## config.mk

```make
export PLATFORM = sky130hd
export DESIGN_NAME = pbseq_top
export DESIGN_NICKNAME = d
export VERILOG_FILES = /design/src/hdl/pbseq_pkg.sv /design/src/hdl/pbseq_tick.sv /design/src/hdl/pbseq_top.sv
export VERILOG_INCLUDE_DIRS = /design/src /design/src/hdl
export SDC_FILE = /design/constraint.sdc
export NUM_CORES = 1
export LEC_CHECK = 0
export BUFFER_PORTS_ARGS = -buffer_cell sky130_fd_sc_hd__buf_2
export CORE_UTILIZATION = 54
export CTS_BUF_LIST = sky130_fd_sc_hd__clkbuf_4 sky130_fd_sc_hd__clkbuf_8
export CTS_CLUSTER_SIZE = 16
export DETAILED_ROUTE_END_ITERATION = 8
export PLACE_DENSITY = 0.77
export SYNTH_ARGS = -nofsm -noshare
export SYNTH_HDL_FRONTEND = slang
export SYNTH_HIERARCHICAL = 1
export SYNTH_SLANG_ARGS = --single-unit
```

## constraint.sdc

```tcl
create_clock -name mclk_i -period 5.45 [get_ports mclk_i]
set_input_delay 1.635 -clock mclk_i [delete_from_list [all_inputs] [get_ports mclk_i]]
set_output_delay 1.635 -clock mclk_i [all_outputs]
set_load 0.01 [all_outputs]
```

## src/hdl/pbseq_params.svh

```systemverilog
`ifndef PBSEQ_PARAMS_SVH
`define PBSEQ_PARAMS_SVH

// Clock period in picoseconds
`define PBSEQ_CLK_PS         4000
// Timer base tick in microseconds
`define PBSEQ_TICK_US        1000
// Derived cycles per millisecond tick
`define PBSEQ_TICK_CYC       ((`PBSEQ_TICK_US * 1000000) / `PBSEQ_CLK_PS)
`define PBSEQ_DB_BASE_MS     32
`define PBSEQ_EXT_FIXED_MS   1
`define PBSEQ_BLANK_MS       512
`define PBSEQ_PD_MS          1024
`define PBSEQ_LOCK_MS        256
`define PBSEQ_REL_DB_MS      32
// Kill glitch filter, least time rounds up
`define PBSEQ_KILL_PW_NS     30000
`define PBSEQ_KILL_PW_CYC    ((`PBSEQ_KILL_PW_NS * 1000 + `PBSEQ_CLK_PS - 1) / `PBSEQ_CLK_PS)
`define PBSEQ_EXT_W          8
`define PBSEQ_MS_W           11
`define PBSEQ_EN_ACT_HIGH    1'b1

`endif

```

## src/hdl/pbseq_pkg.sv

```systemverilog
package pbseq_pkg;
    typedef enum logic [6:0] {
        PBSEQ_OFF      = 7'b000_0001,
        PBSEQ_ON_DB    = 7'b000_0010,
        PBSEQ_BLANK    = 7'b000_0100,
        PBSEQ_REL_DB   = 7'b000_1000,
        PBSEQ_RUN      = 7'b001_0000,
        PBSEQ_OFF_DB   = 7'b010_0000,
        PBSEQ_PD_WAIT  = 7'b100_0000
    } pbseq_state_type;
endpackage : pbseq_pkg

```

## src/hdl/pbseq_tick.sv

```systemverilog
`timescale 1ns/1ps
`include "pbseq_params.svh"

// Free-running prescaler giving one pulse per timer tick
module pbseq_tick #(
    parameter int TICK_CYC = `PBSEQ_TICK_CYC
) (
    input  wire logic mclk_i,
    input  wire logic sys_rst_i,
    output logic      tick_o
);
    localparam int W = $clog2(TICK_CYC + 1);

    initial
    begin
        if (TICK_CYC < 2)
            $error("pbseq_tick: TICK_CYC must be at least 2");
    end

    logic [W-1:0] cnt_r;
    logic [W-1:0] cnt_nxt;
    logic         tick_r;
    logic         tick_nxt;

    always_comb
    begin
        tick_nxt = (cnt_r == W'(TICK_CYC - 1));
        cnt_nxt  = tick_nxt ? '0 : cnt_r + W'(1);
    end

    always_ff @(posedge mclk_i or posedge sys_rst_i)
    begin
        if (sys_rst_i)
        begin
            cnt_r  <= '0;
            tick_r <= 1'b0;
        end
        else
        begin
            cnt_r  <= cnt_nxt;
            tick_r <= tick_nxt;
        end
    end

    assign tick_o = tick_r;
endmodule : pbseq_tick

```

## src/hdl/pbseq_top.sv

```systemverilog
`timescale 1ns/1ps
`include "pbseq_params.svh"

module pbseq_top #(
    parameter logic                 EN_ACT_HIGH = `PBSEQ_EN_ACT_HIGH,
    parameter int                   TICK_CYC    = `PBSEQ_TICK_CYC,
    parameter int                   KILL_CYC    = `PBSEQ_KILL_PW_CYC,
    parameter int                   EXT_W       = `PBSEQ_EXT_W
) (
    input  wire logic               mclk_i,
    input  wire logic               sys_rst_i,
    input  wire logic               pushbutton_n_i,
    input  wire logic               kill_n_i,
    input  wire logic [EXT_W-1:0]   on_time_extend_i,
    input  wire logic [EXT_W-1:0]   off_time_extend_i,
    output logic                    power_en_o,
    output logic                    pwr_down_req_n_o
);
    import pbseq_pkg::*;

    localparam int MW = `PBSEQ_MS_W;
    localparam int KW = $clog2(KILL_CYC + 1);

    initial
    begin
        if (EXT_W < 1 || EXT_W > 10)
            $error("pbseq_top: EXT_W out of range 1..10");
        if (KILL_CYC < 1)
            $error("pbseq_top: KILL_CYC must be positive");
        if (TICK_CYC < 2)
            $error("pbseq_top: TICK_CYC must be at least 2");
    end

    // Debounce length in ticks; an extension of zero means the bare base
    function automatic logic [MW-1:0] db_len(input logic [EXT_W-1:0] ext);
        logic [MW-1:0] len;
        len = MW'(`PBSEQ_DB_BASE_MS);
        if (ext != '0)
            len = len + MW'(`PBSEQ_EXT_FIXED_MS) + MW'(ext);
        return len;
    endfunction : db_len

    logic tick;

    pbseq_tick #(
        .TICK_CYC (TICK_CYC)
    ) u_tick (
        .mclk_i    (mclk_i),
        .sys_rst_i (sys_rst_i),
        .tick_o    (tick)
    );

    // Kill filter: only lows lasting the full width count
    logic [KW-1:0] kcnt_r;
    logic [KW-1:0] kcnt_nxt;
    logic          kill_r;
    logic          kill_nxt;

    always_comb
    begin
        kcnt_nxt = kcnt_r;
        kill_nxt = kill_r;
        if (kill_n_i)
        begin
            kcnt_nxt = '0;
            kill_nxt = 1'b0;
        end
        else if (kcnt_r == KW'(KILL_CYC - 1))
            kill_nxt = 1'b1;
        else
            kcnt_nxt = kcnt_r + KW'(1);
    end

    always_ff @(posedge mclk_i or posedge sys_rst_i)
    begin
        if (sys_rst_i)
        begin
            kcnt_r <= '0;
            kill_r <= 1'b0;
        end
        else
        begin
            kcnt_r <= kcnt_nxt;
            kill_r <= kill_nxt;
        end
    end

    // Main sequencer
    pbseq_state_type st_r;
    pbseq_state_type st_nxt;
    logic [MW-1:0]   tmr_r;
    logic [MW-1:0]   tmr_nxt;
    logic [MW-1:0]   lock_r;
    logic [MW-1:0]   lock_nxt;
    logic            pb_q_r;
    logic            pb_q_nxt;
    logic            en_r;
    logic            en_nxt;
    logic            req_n_r;
    logic            req_n_nxt;
    logic            release_now;

    always_comb
    begin
        st_nxt      = st_r;
        tmr_nxt     = tmr_r;
        lock_nxt    = lock_r;
        pb_q_nxt    = pushbutton_n_i;
        en_nxt      = en_r;
        req_n_nxt   = req_n_r;
        release_now = 1'b0;
        if (tick && lock_r != '0)
            lock_nxt = lock_r - MW'(1);
        case (st_r)
            PBSEQ_OFF:
            begin
                // Falling edge only; a button held through lockout must be let go first
                if (lock_r == '0 && pb_q_r && !pushbutton_n_i)
                begin
                    st_nxt  = PBSEQ_ON_DB;
                    tmr_nxt = '0;
                end
            end
            PBSEQ_ON_DB:
            begin
                if (pushbutton_n_i)
                begin
                    st_nxt  = PBSEQ_OFF;
                    tmr_nxt = '0;
                end
                else if (tick)
                begin
                    if (tmr_r + MW'(1) >= db_len(on_time_extend_i))
                    begin
                        st_nxt  = PBSEQ_BLANK;
                        en_nxt  = 1'b1;
                        tmr_nxt = '0;
                    end
                    else
                        tmr_nxt = tmr_r + MW'(1);
                end
            end
            PBSEQ_BLANK:
            begin
                // Inputs are not looked at until the window closes
                if (tick)
                begin
                    if (tmr_r + MW'(1) >= MW'(`PBSEQ_BLANK_MS))
                    begin
                        tmr_nxt = '0;
                        if (kill_r)
                            release_now = 1'b1;
                        else
                            st_nxt = PBSEQ_REL_DB;
                    end
                    else
                        tmr_nxt = tmr_r + MW'(1);
                end
            end
            PBSEQ_REL_DB:
            begin
                if (kill_r)
                    release_now = 1'b1;
                else if (!pushbutton_n_i)
                    tmr_nxt = '0;
                else if (tick)
                begin
                    if (tmr_r + MW'(1) >= MW'(`PBSEQ_REL_DB_MS))
                    begin
                        st_nxt  = PBSEQ_RUN;
                        tmr_nxt = '0;
                    end
                    else
                        tmr_nxt = tmr_r + MW'(1);
                end
            end
            PBSEQ_RUN:
            begin
                if (kill_r)
                    release_now = 1'b1;
                else if (pb_q_r && !pushbutton_n_i)
                begin
                    st_nxt  = PBSEQ_OFF_DB;
                    tmr_nxt = '0;
                end
            end
            PBSEQ_OFF_DB:
            begin
                if (kill_r)
                    release_now = 1'b1;
                else if (pushbutton_n_i)
                begin
                    st_nxt  = PBSEQ_RUN;
                    tmr_nxt = '0;
                end
                else if (tick)
                begin
                    if (tmr_r + MW'(1) >= db_len(off_time_extend_i))
                    begin
                        st_nxt    = PBSEQ_PD_WAIT;
                        req_n_nxt = 1'b0;
                        tmr_nxt   = '0;
                    end
                    else
                        tmr_nxt = tmr_r + MW'(1);
                end
            end
            PBSEQ_PD_WAIT:
            begin
                if (kill_r)
                    release_now = 1'b1;
                else if (tick)
                begin
                    if (tmr_r + MW'(1) >= MW'(`PBSEQ_PD_MS))
                        release_now = 1'b1;
                    else
                        tmr_nxt = tmr_r + MW'(1);
                end
            end
            default:
            begin
                st_nxt = PBSEQ_OFF;
                en_nxt = 1'b0;
            end
        endcase
        if (release_now)
        begin
            st_nxt    = PBSEQ_OFF;
            en_nxt    = 1'b0;
            req_n_nxt = 1'b1;
            tmr_nxt   = '0;
            lock_nxt  = MW'(`PBSEQ_LOCK_MS);
        end
    end

    always_ff @(posedge mclk_i or posedge sys_rst_i)
    begin
        if (sys_rst_i)
        begin
            st_r    <= PBSEQ_OFF;
            tmr_r   <= '0;
            lock_r  <= '0;
            pb_q_r  <= 1'b1;
            en_r    <= 1'b0;
            req_n_r <= 1'b1;
        end
        else
        begin
            st_r    <= st_nxt;
            tmr_r   <= tmr_nxt;
            lock_r  <= lock_nxt;
            pb_q_r  <= pb_q_nxt;
            en_r    <= en_nxt;
            req_n_r <= req_n_nxt;
        end
    end

    // Polarity folded into the flop so the pin stays glitch-free
    logic pen_r;
    logic pen_nxt;

    always_comb
    begin
        pen_nxt = EN_ACT_HIGH ? en_nxt : ~en_nxt;
    end

    always_ff @(posedge mclk_i or posedge sys_rst_i)
    begin
        if (sys_rst_i)
            pen_r <= ~EN_ACT_HIGH;
        else
            pen_r <= pen_nxt;
    end

    assign power_en_o       = pen_r;
    assign pwr_down_req_n_o = req_n_r;
endmodule : pbseq_top

```

==> results of run 1 <==
==> worst register-to-register path, stage by stage, from the launching register on <==
cell and delay (ps):
dfrtp_1 470, ha_1 270, and3_1 260, and2_1 190, xnor2_1 210, clkinv_1 220, ha_1 350, and4_1 230
o211ai_1 110, a21oi_1 180, o21ai_0 140, o22a_1 260, a2111o_1 510, or4_1 440, a21oi_1 160
==> final cells by class <==
cell class / count / area (um2)
repair buffers: 23 / 120
clock inverters: 6 / 40.0
well taps: 102 / 128
fillers: 673 / 3040
inverters: 24 / 90.1
clock buffers: 10 / 138
flip-flops and latches: 65 / 1630
multi-input cells: 386 / 2580
==> report_power, final <==
group	internal, mW	switching, mW	total (mW)	leakage, nW
combinational	0.0874	0.161	0.248	1.20
sequential	0.499	0.0261	0.525	0.879
clock	0.178	0.195	0.373	0.0928
==> through the flow <==
| step | setup slack, ps | cells | hold WS (ps) | total power [mW] | instance area [um2] |
|---|---|---|---|---|---|
| 5_1_grt | 693 | 616 | 530 | 1.21 | 4730 |
| 6_report | 832 | 616 | 486 | 1.15 | 4730 |
| 3_3_place_gp | 763 | 600 | 471 | 0.772 | 4550 |
| 3_5_place_dp | 567 | 600 | 477 | 0.777 | 4550 |
| 2_1_floorplan | 1030 | 484 | 450 | 0.715 | 4350 |
| 4_1_cts | 912 | 616 | 488 | 1.15 | 4730 |
==> registers in the layout, summed over array words and instances, names as in the netlist <==
| register | flops |
|---|---|
| u_tick/cnt_r | 18 |
| kcnt_r | 13 |
| lock_r | 11 |
| tmr_r | 11 |
| st_r | 7 |
| kill_r | 1 |
| pb_q_r | 1 |
| power_en_o | 1 |
| pwr_down_req_n_o | 1 |
| u_tick/tick_o | 1 |
==> kinds of logic after synthesis <==
| family | after synthesis | synth area share [%] |
|---|---|---|
| AND/OR/NAND/NOR | 219 | 27.3 |
| AO/OA/AOI/OAI | 82 | 12.5 |
| flip-flops | 65 | 37.5 |
| XOR/XNOR | 54 | 10.9 |
| buffers and inverters | 33 | 3.17 |
| adder cells (fa/ha/maj) | 26 | 7.48 |
| multiplexers | 5 | 1.18 |
==> per-layer routing <==
metal / share of wire (%) / track usage (%)
met3: 5.0 / 3.90
met4: 1.4 / 8.98
met5: 0 / 0
met1: 49 / 33.5
met2: 44 / 35.2
==> cells in the final DEF (no fill, tap or decap), drive strengths merged, types with 17 or more instances in the layout <==
master,count
nand2,37
nor3,21
ha,26
xnor2,34
nand3,36
o21ai,25
xor2,20
nor2,55
dfrtp,62
a21oi,17
inv,25
buf,23
==> path summary, 6_finish.rpt <==
check	from	endpoint	slack (ps)	cells after the start
setup reg to reg	tmr_r[0]$_DFFE_PP0P_	st_r[6]$_DFFE_PP0P_	1370	14
setup / recovery	on_time_extend_i[0]	st_r[6]$_DFFE_PP0P_	830	15
min in group asynchronous	sys_rst_i	u_tick/cnt_r[0]$_DFF_PP0_	1410	2
hold reg to reg	u_tick/cnt_r[0]$_DFF_PP0_	u_tick/cnt_r[0]$_DFF_PP0_	490	1
max in group asynchronous	sys_rst_i	st_r[2]$_DFFE_PP0P_	3350	2
hold / removal	u_tick/cnt_r[0]$_DFF_PP0_	u_tick/cnt_r[0]$_DFF_PP0_	490	1
==> run_results.csv, run 1 <==
group,metric,value,unit
yosys,synth_area,4350,um2
clock_network,cts_buffer_depth,2,
yosys,synth_top_cells_by_area,"dfrtp_1 36%, ha_1 7.5%, xnor2_1 6.8%",
clock_network,numCtsBuffers,9,
sta,hold_violations,0,
final_layout,drive_gt1_share,12.1,%
yosys,yosysSeqAreaShare,37.5,%
floorplan,start_util,56.0,%
final_layout,diodes,0,
sta,fin_crit,4620,ps
detailed_routing,dr.pass1.iters,5,
floorplan,io-pin-count,22,
yosys,synthCells,484,
clock_network,root_buffer,"clkbuf_8",
setup_path,cp.required,5720,ps
setup_path,cp_num_buf_inv,2,
setup_path,cpMostUsedCell,"a21oi_1",
floorplan,rows,32,
detailed_routing,num_vias,3690,
setup_path,critPathTopFamily,"compound AO/OA/AOI/OAI gates",
global_route,grt_use_total,23.3,%
final_layout,area_growth,8.69,%
yosys,synth_edf_count,0,
detailed_routing,viasPerCell,5.99,
yosys,synth_cell_type_count,68,
floorplan,die_w,91.7,um
detailed_routing,wl_per_cell,14.9,um
setup_path,cp-end-kind,"register",
sta,setup_viol,0,
clock_network,cts_setup_buffers,0,
setup_path,cp_data_arrival_time,4890,ps
setup_path,crit_chain,"buf_2 -> inv_1 -> nor3_1 -> nand3_1 -> a21bo_2 -> xor2_1 -> ha_1 -> and4_1 -> o211ai_1 -> a21oi_1 -> o21ai_0 -> o22a_1 -> a2111o_1 -> or4_1 -> a21oi_1",
pwr,irDropWorstVdd,0.000162,V
floorplan,dieArea,8410,um2
clock_network,cts_hold_buf,0,
yosys,synth_area_leader_cell,"dfrtp_1",
pwr,power.density,243,nW/um2
placed_design,io_buffers,21,
yosys,syn_avg_cell_area,8.98,um2
setup_path,worst_path_max_delay_cell,"a2111o_1",
global_route,grt_pass1_wl,15.7,mm
sta,max-slew-margin-rel,37.1,%
placed_design,detailedPlacementHpwl,6.90,mm
global_route,grt_max_degree,47,
pwr,power.leakage,2.17,nW
detailed_routing,drtIter0Drc,213,
clock_network,h-tree-depth,3,
clock_network,clk_latency,350,ps
yosys,synth_ff_type,"dfrtp_1",
placed_design,place_congestion,0.929,
sta,finalCritPeriodShare,84.7,%
yosys,synth_top_area_share,35.7,%
floorplan,die-height,91.7,um
sta,fin_skew,10.6,ps
yosys,async_flop_share,100,%
sta,tightest_slew,942,ps
sta,final_max_slew_viol_count,0,
clock_network,path_clk_slew,80,ps
status,status,"complete, no violations",
yosys,yosysWarnings,6,
yosys,yosysMostFrequentCell,"dfrtp_1",
sta,tns,0,ps
floorplan,coreArea,7770,um2
job,max_cap_violations,0,
setup_path,crit_path_start_kind,"input pin",
clock_network,cts_num_sinks,65,
sta,fmax,217,MHz
global_route,first_global_vias,3482,
global_route,grt_overflow,0,
detailed_routing,finalWirelength,9.17,mm
final_layout,nets,555,
sta,rsz0062_at_grt,"false",
setup_path,critPathKind,"input pin to register",
clock_network,post_cts_resized,0,
detailed_routing,drc,0,
yosys,synth.net_count,530,
worst_hold_path,hp-class,"register to register",
global_route,antenna_found_initial,0,
setup_path,cp_slowest_stage_delay,510,ps
final_layout,utilization,60.8,%
yosys,synth.top_cells.by_count,"62 x dfrtp_1, 55 x nor2_1, 37 x nand2_1",
setup_path,path_max_fanout,9,
clock_network,cts_tree,"done",
detailed_routing,route.antenna.remaining_nets,0,
yosys,ys_seq_elements,65,
No activity file was read; power rests on OpenSTA's default activity.
==> run 2: changes to the inputs <==
- ABC_AREA: default -> 1
- PLACE_DENSITY: 0.77 -> 0.76
- clock period: 5.45 -> 4.3 ns (I/O delays scaled with it)
==> run 2 against run 1 <==
Compared with the run above: first-iteration DRC count fell by 6.1%; combinational power rose by 120%; global-route usage shrank 0.32 points; critical path depth is 6 higher; power grew 42%; largest power group unchanged.
==> run_results.csv, run 2 <==
group,metric,value,unit
final_layout,layout_common_cells,"136 x nand2_1, 102 x nor2_1, 100 x inv_1, 62 x dfrtp_1, 55 x nand3_1",
sta,rsz0062_at_grt,"false",
sta,max-slew-margin-rel,37.5,%
pwr,power.leakage,2.64,nW
sta,hold_violations,0,
sta,final_max_slew_viol_count,0,
global_route,antenna_found_initial,0,
floorplan,io-pin-count,22,
sta,tightest_slew,936,ps
floorplan,dieArea,9090,um2
clock_network,numCtsBuffers,9,
sta,tns,0,ps
floorplan,die-height,95.3,um
sta,fmax,289,MHz
clock_network,h-tree-depth,3,
yosys,synth_top_cells_by_area,"dfrtp_1 33%, nand2_1 11%, nor2_1 8.1%",
pwr,power.density,322,nW/um2
clock_network,cts_buffer_depth,2,
placed_design,io_buffers,21,
yosys,ys_seq_elements,65,
global_route,first_global_vias,3913,
detailed_routing,drc,0,
yosys,synth_top_area_share,33.0,%
global_route,grt_max_degree,47,
final_layout,final_common_cell,"nand2_1",
placed_design,place_inst,779,
yosys,synth_area_leader_cell,"dfrtp_1",
detailed_routing,viasPerCell,5.28,
yosys,synth.top_cells.by_count,"136 x nand2_1, 102 x nor2_1, 101 x inv_1",
global_route,grt_overflow,0,
global_route,grt_pass1_wl,16.5,mm
job,max_cap_violations,0,
clock_network,cts_tree,"done",
detailed_routing,num_vias,4187,
detailed_routing,drtIter0Drc,200,
global_route,met3_usage,4.15,%
final_layout,largest_reg_flops,18,
yosys,syn_avg_cell_area,7.17,um2
global_route,met2_usage,40.6,%
sta,fin_skew,14.3,ps
final_layout,diodes,0,
setup_path,critPathKind,"input pin to register",
detailed_routing,finalWirelength,9.51,mm
setup_path,cp-end-kind,"register",
status,status,"complete, no violations",
worst_hold_path,hp-class,"register to register",
clock_network,cts_hold_buf,0,
sta,setup_viol,0,
yosys,synthCells,656,
final_layout,stdcell_count,793,
global_route,met1_usage,28.0,%
detailed_routing,dr.pass1.iters,5,
yosys,synth_ff_type,"dfrtp_1",
final_layout,area_growth,7.82,%
detailed_routing,wl_per_cell,12.0,um
final_layout,regMostFlops,"u_tick/cnt_r",
setup_path,crit_path_start_kind,"input pin",
final_layout,reg_top3,"u_tick/cnt_r x18, kcnt_r x13",
clock_network,path_clk_slew,70,ps
sta,fin_crit,3450,ps
setup_path,cp.required,4560,ps
clock_network,cts_num_sinks,65,
floorplan,die_w,95.3,um
yosys,yosysSeqAreaShare,34.7,%
clock_network,root_buffer,"clkbuf_8",
sta,finalCritPeriodShare,80.3,%
yosys,synth_edf_count,0,
yosys,yosysWarnings,6,
setup_path,cp_data_arrival_time,3710,ps
yosys,synth_area,4700,um2
clock_network,cts_setup_buffers,0,
clock_network,clk_latency,340,ps
floorplan,rows,33,
global_route,grt-busiest-layer,"met2",
floorplan,coreArea,8340,um2
final_layout,drive_gt1_share,12.6,%
placed_design,detailedPlacementHpwl,7.48,mm
final_layout,post-route-cell-area,5070,um2
yosys,synth_cell_type_count,34,
placed_design,place_area,4910,um2
setup_path,path_max_fanout,7,
clock_network,post_cts_resized,0,
global_route,grt_use_total,23.0,%
placed_design,place_congestion,0.920,
yosys,async_flop_share,100,%
pwr,irDropWorstVdd,0.000167,V
yosys,yosysMostFrequentCell,"nand2_1",
final_layout,nets,731,
yosys,synth.net_count,702,
detailed_routing,route.antenna.remaining_nets,0,
floorplan,start_util,56.4,%
==> run 2: cell count changes in the layout (fill, tap and decap cells not counted), sizes merged, moves of 8 or more <==
cell | previous run | this run
nand2b | 8 | 0
xnor2 | 34 | 7
nand4 | 10 | 18
inv | 25 | 105
nand3 | 36 | 58
nor2 | 55 | 117
nand2 | 37 | 151
==> run 2: final timing paths <==
kind	from	to	slack, ps	cells past startpoint
worst max-delay path	on_time_extend_i[0]	tmr_r[7]$_DFFE_PP0P_	850	21
worst min-delay path	u_tick/cnt_r[0]$_DFF_PP0_	u_tick/cnt_r[0]$_DFF_PP0_	460	1
worst max register to register	tmr_r[0]$_DFFE_PP0P_	tmr_r[0]$_DFFE_PP0P_	1310	21
worst min register to register	u_tick/cnt_r[0]$_DFF_PP0_	u_tick/cnt_r[0]$_DFF_PP0_	460	1
max in group asynchronous	sys_rst_i	kill_r$_DFFE_PP0P_	2540	2
min in group asynchronous	sys_rst_i	u_tick/cnt_r[15]$_DFF_PP0_	1060	2
==> run 2: cell families after synthesis <==
group / after synthesis / share of synthesized area [%]
xor gates and xnor gates: 31 / 5.77
AOI/OAI and AO/OA: 58 / 7.26
buffers and inverters: 109 / 9.04
DFF: 65 / 34.7
adders and majority gates: 26 / 6.91
and+or+nand+nor: 367 / 36.4
==> run 2: cell type report <==
class	instances	area, um2
clock buffers	11	139
clock inverters	3	20.0
fillers	776	3270
inverters	106	398
multi-input cells	482	2650
flip-flops and latches	65	1630
well taps	105	131
repair buffers	21	105
==> run 2: worst max-delay path: stages <==
cell     delay, ps
buf_2          110
inv_1           70
ha_1           140
inv_1           40
nor4_1         390
inv_1          100
o21ai_0        120
ha_1           290
a21oi_1        140
nand2_1         70
nand2_1         50
nand2_1         50
nand2_1         50
nand2_1         50
nand2_1         70
nand3_1         90
inv_1           70
nor2_1          50
nand3_1        190
nand3_1        150
o21ai_2        150
==> run 2: stage by stage <==
step                      utilization [%]  power, mW  hold WS (ps)  setup slack, ps
after floorplan                         -       1.12           432              946
after global placement               58.9       1.19           446              623
after detailed placement             58.9       1.20           460              509
after CTS                            60.8       1.65           470              868
after global routing                 60.8       1.74           490              531
final                                60.8       1.63           462              845
==> run 2: layer usage <==
metal | up-vias | part of all wire (%)
met1 | 1938 | 47
met3 | 17 | 3.5
met5 | - | 0
met4 | 0 | 1.7
li1 | 2151 | -
met2 | 81 | 48
==> run 2: where the power goes <==
group          leakage, nW  switching, mW  internal (mW)  total, mW
clock network       0.0781          0.224          0.215      0.439
registers            0.876         0.0211          0.640      0.661
logic                 1.69          0.387          0.147      0.534
total                 2.64          0.632           1.00       1.63
==> run 3: changes to the inputs <==
- ABC_AREA: 1 -> 0
- PLACE_DENSITY: 0.76 -> 0.77
- clock period: 4.3 -> 3.3 ns (I/O delays scaled with it)
==> run 3 against run 2 <==
Compared with the run above: the flow now finishes with violations (negative setup slack); hold slack gained 33 ps; largest power group unchanged; sequential share of layout area shrank 2.6 points; utilization grew 10 points; final cell count shrank 15%; clock skew grew 1.0 ps; clock power grew 65%; highest routed layer unchanged; register-to-register slack lost 1400 ps; critical path depth shrank 6; die area shrank 7.4%; sequential power grew 31%.
==> run_results.csv, run 3 (synthesis gave the netlist of run 1 again) <==
group,metric,value,unit
clock_network,path_clk_slew,80,ps
placed_design,io_buffers,21,
final_layout,drive_gt1_share,29.8,%
global_route,met1_usage,31.9,%
pwr,finalPower,2.19,mW
setup_path,cp-end-kind,"register",
floorplan,rows,32,
sta,layout_setup_ws,-201,ps
sta,final_max_slew_viol_count,0,
setup_path,r2r_start,"tmr_r[0]$_DFFE_PP0P_",
sta,fin_crit,3500,ps
final_layout,diodes,0,
global_route,met3_usage,4.39,%
job,max_cap_violations,0,
detailed_routing,viasPerCell,5.89,
floorplan,start_util,56.0,%
final_layout,largest_reg_flops,18,
detailed_routing,dr.pass1.iters,5,
final_layout,regMostFlops,"u_tick/cnt_r",
setup_path,path_max_fanout,4,
final_layout,nets,614,
sta,hold_violations,0,
setup_path,cp_data_arrival_time,3800,ps
global_route,met2_usage,42.2,%
sta,fin_skew,15.3,ps
detailed_routing,finalWirelength,10.5,mm
clock_network,root_buffer,"clkbuf_8",
final_layout,reg_top3,"u_tick/cnt_r x18, kcnt_r x13",
detailed_routing,drtIter0Drc,206,
placed_design,detailedPlacementHpwl,7.13,mm
setup_path,critPathKind,"input pin to register",
status,status,"complete, but fails checks",
clock_network,cts_buffer_depth,2,
clock_network,cts_tree,"done",
clock_network,cts_num_sinks,65,
clock_network,h-tree-depth,3,
setup_path,cp.required,3600,ps
status,violations,"negative setup slack",
sta,setup_viol,13,
sta,finalCritPeriodShare,106,%
floorplan,io-pin-count,22,
detailed_routing,route.antenna.remaining_nets,0,
global_route,grt_overflow,0,
sta,hold_ws,495,ps
pwr,irDropWorstVdd,0.000364,V
detailed_routing,num_vias,3975,
global_route,grt_use_total,25.0,%
global_route,grt-busiest-layer,"met2",
floorplan,dieArea,8410,um2
worst_hold_path,hold_start,"u_tick/cnt_r[13]$_DFF_PP0_",
final_layout,area_growth,27.1,%
global_route,antenna_found_initial,0,
clock_network,cts_hold_buf,0,
global_route,first_global_vias,3845,
sta,max-slew-margin-rel,35.5,%
clock_network,clk_latency,370,ps
setup_path,startpoint,"on_time_extend_i[1]",
final_layout,layout_common_cells,"62 x dfrtp_1, 56 x buf_4, 55 x nor2_1, 36 x nand2_1, 31 x xnor2_1",
detailed_routing,drc,0,
sta,rsz0062_at_grt,"true",
sta,tns,-1370,ps
final_layout,final_common_cell,"dfrtp_1",
sta,tightest_slew,965,ps
worst_hold_path,hp-class,"register to register",
pwr,power.leakage,2.55,nW
pwr,power.density,395,nW/um2
global_route,grt_max_degree,47,
setup_path,crit_path_start_kind,"input pin",
clock_network,numCtsBuffers,9,
placed_design,place_congestion,0.862,
floorplan,die_w,91.7,um
global_route,grt_pass1_wl,16.9,mm
floorplan,die-height,91.7,um
detailed_routing,wl_per_cell,15.6,um
floorplan,coreArea,7770,um2
sta,fmax,286,MHz
-- run 3: cell count changes in the layout (fill, tap and decap cells not counted), sizes merged, moves of 8 or more --
| cell | before | now |
|---|---|---|
| xnor2 | 7 | 34 |
| inv | 105 | 27 |
| nand4 | 18 | 10 |
| nand2b | 0 | 8 |
| buf | 21 | 82 |
| nand3 | 58 | 36 |
| nand2 | 151 | 37 |
| nor2 | 117 | 55 |
-- run 3: per-stage QoR --
stage                     std cells  worst slack, ps  util [%]  area (um2)
final                           675             -201      71.2        5530
after detailed placement        648             -641      63.4        4920
after floorplan                 484             -385         -        4360
after global placement          648             -553      63.4        4920
after CTS                       669             -142      68.2        5290
after global routing            675             -349      71.2        5530
-- run 3: critical path: stages --
cell and delay [ps]:
buf_12 100, inv_8 30, nor3_2 170, nand3_1 110, a21bo_2 230, xor2_2 150
ha_2 320, and4_4 220, o211ai_1 100, a21oi_2 170, o21ai_2 90, o22a_1 210
a2111o_1 360, or4_4 430, a21oi_2 120
-- run 3: per-layer routing --
| layer | share of wire [%] | vias up |
|---|---|---|
| met2 | 49 | 127 |
| met4 | 2.9 | 0 |
| met1 | 43 | 1899 |
| met3 | 4.6 | 32 |
| met5 | 0 | - |
| li1 | - | 1917 |
-- run 3: layout make-up --
class	instances	area [um2]
Multi-Input combinational cell	386	2850
Fill cell	559	2240
Sequential cell	65	1630
Timing Repair Buffer	82	616
Tap cell	102	128
Clock buffer	9	124
Inverter	24	98.8
Clock inverter	7	85.1
-- run 3: path summary, 6_finish.rpt --
path,end,slack (ps),depth (start not counted)
max,st_r[6]$_DFFE_PP0P_,-200,15
min,u_tick/cnt_r[13]$_DFF_PP0_,500,1
min reg2reg,u_tick/cnt_r[13]$_DFF_PP0_,500,1
min in group asynchronous,u_tick/cnt_r[11]$_DFF_PP0_,750,2
max reg2reg,st_r[6]$_DFFE_PP0P_,-90,14
max in group asynchronous,kcnt_r[1]$_DFFE_PP0P_,1840,2
-- run 3: what timing repair did --
action | 4_1_cts | 5_1_grt
pin swaps | 16 | 25
setup endpoints to repair | 14 | 16
setup buffers | 5 | 6
gates resized for setup | 30 | 46
cloned | 0 | 0
-- run 3: where the power goes --
group	internal (mW)	switching (mW)
Sequential	0.823	0.0430
Combinational	0.250	0.346
Clock	0.364	0.359
